===== src/pkg/pwr_ctl_pkg.sv =====
package pwr_ctl_pkg;
	// register offsets
	localparam logic [3:0] ADDR_CTRL    = 4'h0;
	localparam logic [3:0] ADDR_STATUS  = 4'h1;
	localparam logic [3:0] ADDR_IMASK   = 4'h2;
	localparam logic [3:0] ADDR_MODE_STAT = 4'h3;
	localparam logic [3:0] ADDR_CMD     = 4'h4;
	localparam logic [3:0] ADDR_IRQ     = 4'h5;
	// control register fields
	localparam int CTRL_FORCE_BIT   = 0;
	localparam int CTRL_CLRCTX_BIT  = 1;
	localparam int CTRL_XTALOFF_BIT = 2;
	localparam int CTRL_CKODIS_BIT  = 3;
	localparam int CTRL_BOOT_BIT    = 4;
	localparam int CTRL_GIE_BIT     = 5;
	// command register: bit 0 idle, bits 3:1 divisor code
	localparam int CMD_IDLE_BIT = 0;
	// divisor codes: 0 none, 1..4 -> 16,32,64,128
	localparam logic [2:0] DIV_NONE = 3'h0;
	localparam logic [7:0] DIV16    = 8'h10;
	// reset values
	localparam logic [7:0]  CTRL_RESET   = 8'h20;
	localparam logic [11:0] IMASK_RESET  = 12'h000;
	localparam logic [7:0]  MODE_STAT_RESET = 8'h00;
	localparam logic [15:0] BOOT_ADDR    = 16'h0000;
	// timing in input-clock cycles; this core runs on the input clock
	localparam int WAKE_FAST_CYC = 200;
	localparam int WAKE_CRYSTAL_DRIVE_PIN_CYC = 4096;
	localparam int BOOT_CYC      = 32;
endpackage


===== src/logic/cycle_clock_gen.sv =====
`timescale 1ns/100ps
// makes a processor-rate enable/clock pair from the input clock with a
// slow-idle divisor; output registered
module cycle_clock_gen (
	// clock and reset
	input  wire logic       clk,
	input  wire logic       rst,
	// control
	input  wire logic [7:0] divisor,
	input  wire logic       gateOff,
	// outputs
	output logic            cycleTick,
	output logic            clockOut
);
	typedef struct packed {
		logic [7:0] cnt;
		logic       tick;
		logic       ck;
	} gen_t;
	gen_t s_reg, s_next;

	always_comb begin
		s_next = s_reg;
		s_next.tick = 1'b0;
		if (divisor == 8'h00 || s_reg.cnt + 8'h01 >= divisor) begin
			s_next.cnt = 8'h00;
			s_next.tick = 1'b1;
		end else begin
			s_next.cnt = s_reg.cnt + 8'h01;
		end
		// undivided: toggles every edge; divided: one pulse per period
		s_next.ck = gateOff ? 1'b0 : ((divisor == 8'h00) ? ~s_reg.ck : s_next.tick);
	end

	always_ff @(posedge clk) begin
		if (rst) begin
			s_reg <= '0;
		end else begin
			s_reg <= s_next;
		end
	end

	assign cycleTick = s_reg.tick;
	assign clockOut  = s_reg.ck;

	a_gate_off: assert property (@(posedge clk) disable iff (rst)
		gateOff ##1 gateOff |-> !clockOut) else $error("clock out not gated");
endmodule


===== src/logic/dsp_power_idle_reset_control.sv =====
`timescale 1ns/100ps
module dsp_power_idle_reset_control #(
	parameter int CRYSTAL_DRIVE_PIN_WAIT = pwr_ctl_pkg::WAKE_CRYSTAL_DRIVE_PIN_CYC
) (
	// clock and reset
	input  wire logic        clk,
	input  wire logic        rst,
	// board pins
	input  wire logic        sleepRequestPin,
	output logic             sleepAckPin,
	output logic             cycleClockOutput,
	// register port
	input  wire logic [3:0]  regAddr,
	input  wire logic [15:0] regWrData,
	input  wire logic        regWrite,
	input  wire logic        regRead,
	output logic [15:0]      regRdData,
	// core side
	input  wire logic [11:0] irqRequests,
	input  wire logic        dmaStealReq,
	input  wire logic        busRequest,
	output logic             dmaStealGrant,
	output logic             coreRun,
	output logic             contextClear,
	output logic             nmiPending,
	output logic [15:0]      fetchAddr
);
	typedef enum logic [2:0] {ST_BOOT, ST_RUN, ST_IDLE, ST_SLEEP, ST_WAKE} state_t;
	typedef struct packed {
		state_t      st;
		logic [7:0]  ctrl;
		logic [11:0] imask;
		logic [7:0]  modeStat;
		logic [7:0]  divisor;
		logic [12:0] cnt;
		logic        pinPrev;
		logic        nmi;
		logic        ack;
		logic        run;
		logic        ctxClr;
		logic        grant;
		logic [15:0] rd;
		logic [15:0] fetch;
	} ctl_t;
	ctl_t s_reg, s_next;
	logic        tick;
	logic        ckOut;
	logic        wakeEvent;
	logic [12:0] wakeLen;

	cycle_clock_gen u_clk (
		.clk      (clk),
		.rst      (rst),
		.divisor  ((s_reg.st == ST_IDLE) ? s_reg.divisor : 8'h00),
		.gateOff  (s_reg.ctrl[pwr_ctl_pkg::CTRL_CKODIS_BIT] || s_reg.st == ST_SLEEP),
		.cycleTick(tick),
		.clockOut (ckOut)
	);

	// power-down is left by an interrupt of any kind, mask ignored
	assign wakeEvent = (|irqRequests) || (sleepRequestPin && !s_reg.pinPrev);
	assign wakeLen = s_reg.ctrl[pwr_ctl_pkg::CTRL_XTALOFF_BIT]
		? 13'(CRYSTAL_DRIVE_PIN_WAIT) : 13'(pwr_ctl_pkg::WAKE_FAST_CYC);

	always_comb begin
		s_next = s_reg;
		s_next.pinPrev = sleepRequestPin;
		s_next.grant = dmaStealReq;
		s_next.rd = 16'h0000;
		// edge-sensitive; set beats clear
		if (sleepRequestPin && !s_reg.pinPrev) begin
			s_next.nmi = 1'b1;
		end else if (regWrite && regAddr == pwr_ctl_pkg::ADDR_IRQ && regWrData[0]) begin
			s_next.nmi = 1'b0;
		end
		if (regWrite) begin
			unique case (regAddr)
				pwr_ctl_pkg::ADDR_CTRL:  s_next.ctrl = regWrData[7:0];
				pwr_ctl_pkg::ADDR_IMASK: s_next.imask = regWrData[11:0];
				pwr_ctl_pkg::ADDR_MODE_STAT: s_next.modeStat = regWrData[7:0];
				default: ;
			endcase
		end
		if (regRead) begin
			unique case (regAddr)
				pwr_ctl_pkg::ADDR_CTRL:   s_next.rd = {8'h00, s_reg.ctrl};
				pwr_ctl_pkg::ADDR_STATUS: s_next.rd = {10'h000, s_reg.nmi, s_reg.ack, 1'b0, 3'(s_reg.st)};
				pwr_ctl_pkg::ADDR_IMASK:  s_next.rd = {4'h0, s_reg.imask};
				pwr_ctl_pkg::ADDR_MODE_STAT: s_next.rd = {8'h00, s_reg.modeStat};
				default:                  s_next.rd = 16'h0000;
			endcase
		end
		unique case (s_reg.st)
			ST_BOOT: begin
				s_next.run = 1'b0;
				if (busRequest) begin
					s_next.cnt = 13'h0000;
				end else if (!s_reg.ctrl[pwr_ctl_pkg::CTRL_BOOT_BIT]
					|| s_reg.cnt >= 13'(pwr_ctl_pkg::BOOT_CYC - 1)) begin
					s_next.st = ST_RUN;
					s_next.run = 1'b1;
					s_next.fetch = pwr_ctl_pkg::BOOT_ADDR;
				end else begin
					s_next.cnt = s_reg.cnt + 13'h0001;
				end
			end
			ST_RUN: begin
				s_next.ctxClr = 1'b0;
				if (s_reg.ctrl[pwr_ctl_pkg::CTRL_FORCE_BIT]) begin
					s_next.st = ST_SLEEP;
					s_next.ack = 1'b1;
					s_next.run = 1'b0;
					s_next.ctrl[pwr_ctl_pkg::CTRL_FORCE_BIT] = 1'b0;
				end else if (regWrite && regAddr == pwr_ctl_pkg::ADDR_CMD
					&& regWrData[pwr_ctl_pkg::CMD_IDLE_BIT]) begin
					s_next.st = ST_IDLE;
					s_next.run = 1'b0;
					s_next.divisor = (regWrData[3:1] == pwr_ctl_pkg::DIV_NONE) ? 8'h00
						: 8'(pwr_ctl_pkg::DIV16 << (regWrData[3:1] - 3'h1));
				end
			end
			ST_IDLE: begin
				// the wake waits for the next divided tick: at most n cycles
				if ((|(irqRequests & s_reg.imask)) && tick) begin
					s_next.st = ST_RUN;
					s_next.run = 1'b1;
					s_next.divisor = 8'h00;
				end
			end
			ST_SLEEP: begin
				if (wakeEvent) begin
					s_next.st = ST_WAKE;
					s_next.ack = 1'b0;
					s_next.cnt = 13'h0000;
				end
			end
			ST_WAKE: begin
				if (s_reg.cnt >= wakeLen - 13'h0001) begin
					s_next.st = ST_RUN;
					s_next.run = 1'b1;
					s_next.ctxClr = s_reg.ctrl[pwr_ctl_pkg::CTRL_CLRCTX_BIT];
				end else begin
					s_next.cnt = s_reg.cnt + 13'h0001;
				end
			end
		endcase
	end

	// synchronous reset also aborts power-down; no stabilisation wait
	always_ff @(posedge clk) begin
		if (rst) begin
			s_reg <= '0;
			s_reg.st <= ST_BOOT;
			s_reg.ctrl <= pwr_ctl_pkg::CTRL_RESET;
			s_reg.imask <= pwr_ctl_pkg::IMASK_RESET;
			s_reg.modeStat <= pwr_ctl_pkg::MODE_STAT_RESET;
			s_reg.fetch <= pwr_ctl_pkg::BOOT_ADDR;
		end else begin
			s_reg <= s_next;
		end
	end

	assign sleepAckPin      = s_reg.ack;
	assign cycleClockOutput = ckOut;
	assign regRdData        = s_reg.rd;
	assign dmaStealGrant    = s_reg.grant;
	assign coreRun          = s_reg.run;
	assign contextClear     = s_reg.ctxClr;
	assign nmiPending       = s_reg.nmi;
	assign fetchAddr        = s_reg.fetch;

	a_ack_sleep: assert property (@(posedge clk) disable iff (rst)
		sleepAckPin == (s_reg.st == ST_SLEEP)) else $error("ack mismatch");
	a_force_enter: assert property (@(posedge clk) disable iff (rst)
		s_reg.st == ST_RUN && s_reg.ctrl[0] |=> s_reg.st == ST_SLEEP) else $error("no power-down");
	a_nmi_edge: assert property (@(posedge clk) disable iff (rst)
		$rose(sleepRequestPin) |=> nmiPending) else $error("nmi missed");
	a_wake_fast: assert property (@(posedge clk) disable iff (rst)
		s_reg.st == ST_SLEEP && wakeEvent && !s_reg.ctrl[2] |-> ##[1:201] coreRun) else $error("slow wake");
	a_ack_drop: assert property (@(posedge clk) disable iff (rst)
		s_reg.st == ST_SLEEP && wakeEvent |=> !sleepAckPin) else $error("ack held");
	a_reset_exit: assert property (@(posedge clk)
		rst |=> s_reg.st == ST_BOOT && !sleepAckPin && s_reg.imask == 12'h000) else $error("reset");
	a_idle_wake: assert property (@(posedge clk) disable iff (rst)
		s_reg.st == ST_IDLE && (|(irqRequests & s_reg.imask)) |-> ##[1:129] coreRun) else $error("idle wake");
	a_dma_grant: assert property (@(posedge clk) disable iff (rst)
		dmaStealReq |=> dmaStealGrant) else $error("no grant");
	a_boot_fetch: assert property (@(posedge clk) disable iff (rst)
		$rose(coreRun) && $past(s_reg.st) == ST_BOOT |-> fetchAddr == 16'h0000) else $error("boot addr");
endmodule


===== config.mk =====
export PLATFORM = sky130hd
export DESIGN_NAME = dsp_power_idle_reset_control
export DESIGN_NICKNAME = d
export VERILOG_FILES = /design/src/pkg/pwr_ctl_pkg.sv /design/src/logic/cycle_clock_gen.sv /design/src/logic/dsp_power_idle_reset_control.sv
export SDC_FILE = /design/constraint.sdc
export NUM_CORES = 1
export LEC_CHECK = 0
export BUFFER_PORTS_ARGS = -buffer_cell sky130_fd_sc_hd__buf_4
export CAP_MARGIN = 20
export CORE_MARGIN = 3
export CORE_UTILIZATION = 46
export CTS_CLUSTER_SIZE = 14
export DETAILED_ROUTE_END_ITERATION = 8
export PLACE_DENSITY = 0.68
export SLEW_MARGIN = 15
export SYNTH_ARGS = -nofsm -noshare
export SYNTH_HDL_FRONTEND = slang
export SYNTH_SLANG_ARGS = --single-unit

===== constraint.sdc =====
create_clock -name clk -period 3.35 [get_ports clk]
set_clock_uncertainty 0.15 [all_clocks]
set_input_delay 0.1675 -clock clk [delete_from_list [all_inputs] [get_ports clk]]
set_output_delay 0.1675 -clock clk [all_outputs]
set_load 0.005 [all_outputs]

==> impl_metrics.json <==
{
  "finalPower_mw": 2.194,
  "gp_congestion": 0.8323,
  "route.detailed.drc": 0,
  "vias_per_cell": 5.553,
  "synth_area_sq_um": 3990,
  "clk_pin_slew_worst_paths_ps": 90,
  "area_growth_pct": 15.93,
  "final_cell_mix": "dfxtp_1, nor2_1, buf_4",
  "io_buffers": 52,
  "leakage_nw": 1.895,
  "grt_setup_unrepaired": "false",
  "dr.pass1.iters": 6,
  "cts_root_buffer": "clkbuf_8",
  "cts_tree": "done",
  "ant_nets": 0,
  "cp.arrival_ps": 2830,
  "max_freq_ghz": 0.3669,
  "drt_iter0_markers": 204,
  "htreeDepth": 3,
  "synth-edff-count": 0,
  "layout-drive-gt1-share_pct": 17.30,
  "synth.avg_cell_area_sq_um": 8.926,
  "dr_total_vias": 3376,
  "yosysTopAreaCell": "dfxtp_1",
  "cts_resized": 0,
  "synth_seq_area_share_pct": 38.13,
  "synth_area_leaders": "dfxtp_1, mux2i_1, buf_4, nor2_1, ha_1",
  "setup-tns-final_ps": 0,
  "path_class": "reg -> reg",
  "place_hpwl_um": 6552,
  "grt.total_usage_pct": 19.09,
  "synth_warnings": 0,
  "tightest_slew_ps": 622.5,
  "hold_viol": 0,
  "drt_wl_total_um": 9328,
  "required_ps": 3460,
  "clock_sinks": 76,
  "die_area_sq_um": 9828,
  "row_count": 33,
  "wire_per_inst_um": 15.34,
  "fin_crit_ps": 2725,
  "max-cap-violations": 0,
  "placed_area_sq_um": 4277,
  "fin_util_pct": 55.74,
  "relSlewSlack_pct": 58.38,
  "die_h_um": 99.14,
  "overflow": 0,
  "start_util_pct": 48.08,
  "yosys_most_used_dff": "dfxtp_1",
  "synth.distinct_cells": 63,
  "synthArstFlopShare_pct": 0,
  "crit_fanout": 11,
  "ios": 77,
  "setup_viol": 0,
  "hold_class": "in -> reg",
  "cts_buffers": 9,
  "setup.worst_path.start_class": "flip-flop",
  "fp.coreArea_sq_um": 8299,
  "largest_reg_flops": 49,
  "syn-instance-count": 447,
  "clk_path_buf_depth": 2,
  "synth_top_cell_area_share_pct": 38.13,
  "ir_worst_vdd_uv": 303.4,
  "finalCritPeriodShare_pct": 81.36,
  "final_common_cell": "dfxtp_1",
  "antenna_cells": 0,
  "crit_path_end_kind": "flip-flop",
  "grt_max_degree": 48,
  "status": "finished clean",
  "grt_pass1_wl_um": 15140,
  "p_per_area_nw_per_um2": 474.4,
  "stdcell_area_sq_um": 4626,
  "die_w_um": 99.14,
  "ys_ff_latch": 76,
  "grt_pass1_vias": 3227,
  "layout.nets": 551,
  "clk_latency_ps": 360,
  "antenna_found_initial": 0,
  "slew_viol_final": 0
}
-- routing by layer --
| metal | GRT usage, % | up-vias | part of all wire, % |
|---|---|---|---|
| li1 | - | 1660 | - |
| met5 | 0 | - | 0 |
| met2 | 30.27 | 94 | 48 |
| met4 | 7.878 | 0 | 1.9 |
| met3 | 4.839 | 16 | 6.3 |
| met1 | 24.84 | 1606 | 44 |
-- where the power goes --
group	switching [mW]	internal (mW)	total (mW)
combinational	0.272	0.197	0.469
clock	0.359	0.371	0.729
sequential	0.0592	0.937	0.996
total	0.689	1.50	2.19
-- what timing repair did --
item                                   in CTS  in global routing
hold buffers                               14                  0
buffers inserted                            0                  0
endpoints found under the hold margin      29                  0
-- critical path, stage by stage, from the launching register on --
cell and delay [ps]:
dfxtp_1 380, inv_1 180, ha_1 360, nand3_1 90, o21ai_0 410, a21oi_4 130
a32oi_2 530, o21ai_0 170, a31o_2 230
-- synthesized netlist by cell type, types with 5 or more instances --
library cell,count
a21oi_1,22
a22oi_1,7
a31oi_1,5
buf_4,32
clkbuf_1,10
dfxtp_1,76
ha_1,14
inv_1,9
mux2i_1,30
mux4_2,5
nand2_1,29
nand2b_1,5
nand3_1,14
nor2_1,63
nor2b_1,12
nor3_1,11
nor4_1,7
o21ai_0,12
-- per-stage QoR --
| step | hold WS [ps] | setup slack (ps) | std cells |
|---|---|---|---|
| after floorplan | 142.6 | 1045 | 466 |
| after global routing | 120.9 | 363.9 | 608 |
| after CTS | 85.16 | 646.2 | 608 |
| final | 101.4 | 624.5 | 608 |
| after detailed placement | 243.6 | 679.3 | 578 |
| after global placement | 228.8 | 745.4 | 578 |
-- path summary, 6_finish.rpt --
| kind | from | end | slack (ps) | depth (start not counted) |
|---|---|---|---|---|
| worst max register to register | s_reg[81]$_SDFFE_PP0P_ | s_reg[40]$_SDFFE_PP0P_ | 620 | 8 |
| worst max-delay path | s_reg[81]$_SDFFE_PP0P_ | s_reg[40]$_SDFFE_PP0P_ | 620 | 8 |
| worst min-delay path | regAddr[0] | regRdData[7]$_SDFF_PP0_ | 100 | 3 |
| worst min register to register | u_clk.s_reg[2]$_SDFF_PP0_ | u_clk.s_reg[2]$_SDFF_PP0_ | 310 | 1 |
-- layout make-up --
type | count | area (sq um)
fillers | 760 | 3674
repair buffers | 70 | 560.5
clock buffers | 10 | 137.6
well taps | 105 | 131.4
multi-input cells | 330 | 2162
flip-flops and latches | 76 | 1521
inverters | 11 | 41.29
clock inverters | 6 | 71.32
-- cells by family after synthesis --
logic type,after synthesis,share of synthesized area (%)
AND/OR/NAND/NOR,171,21.64
XOR/XNOR,6,1.317
flip-flops,76,38.13
buffers and inverters,60,9.470
adder cells (fa/ha/maj),14,4.390
AO/OA/AOI/OAI,84,14.61
multiplexers,35,10.35
other,1,0.09398
No activity file was read; power rests on OpenSTA's default activity.
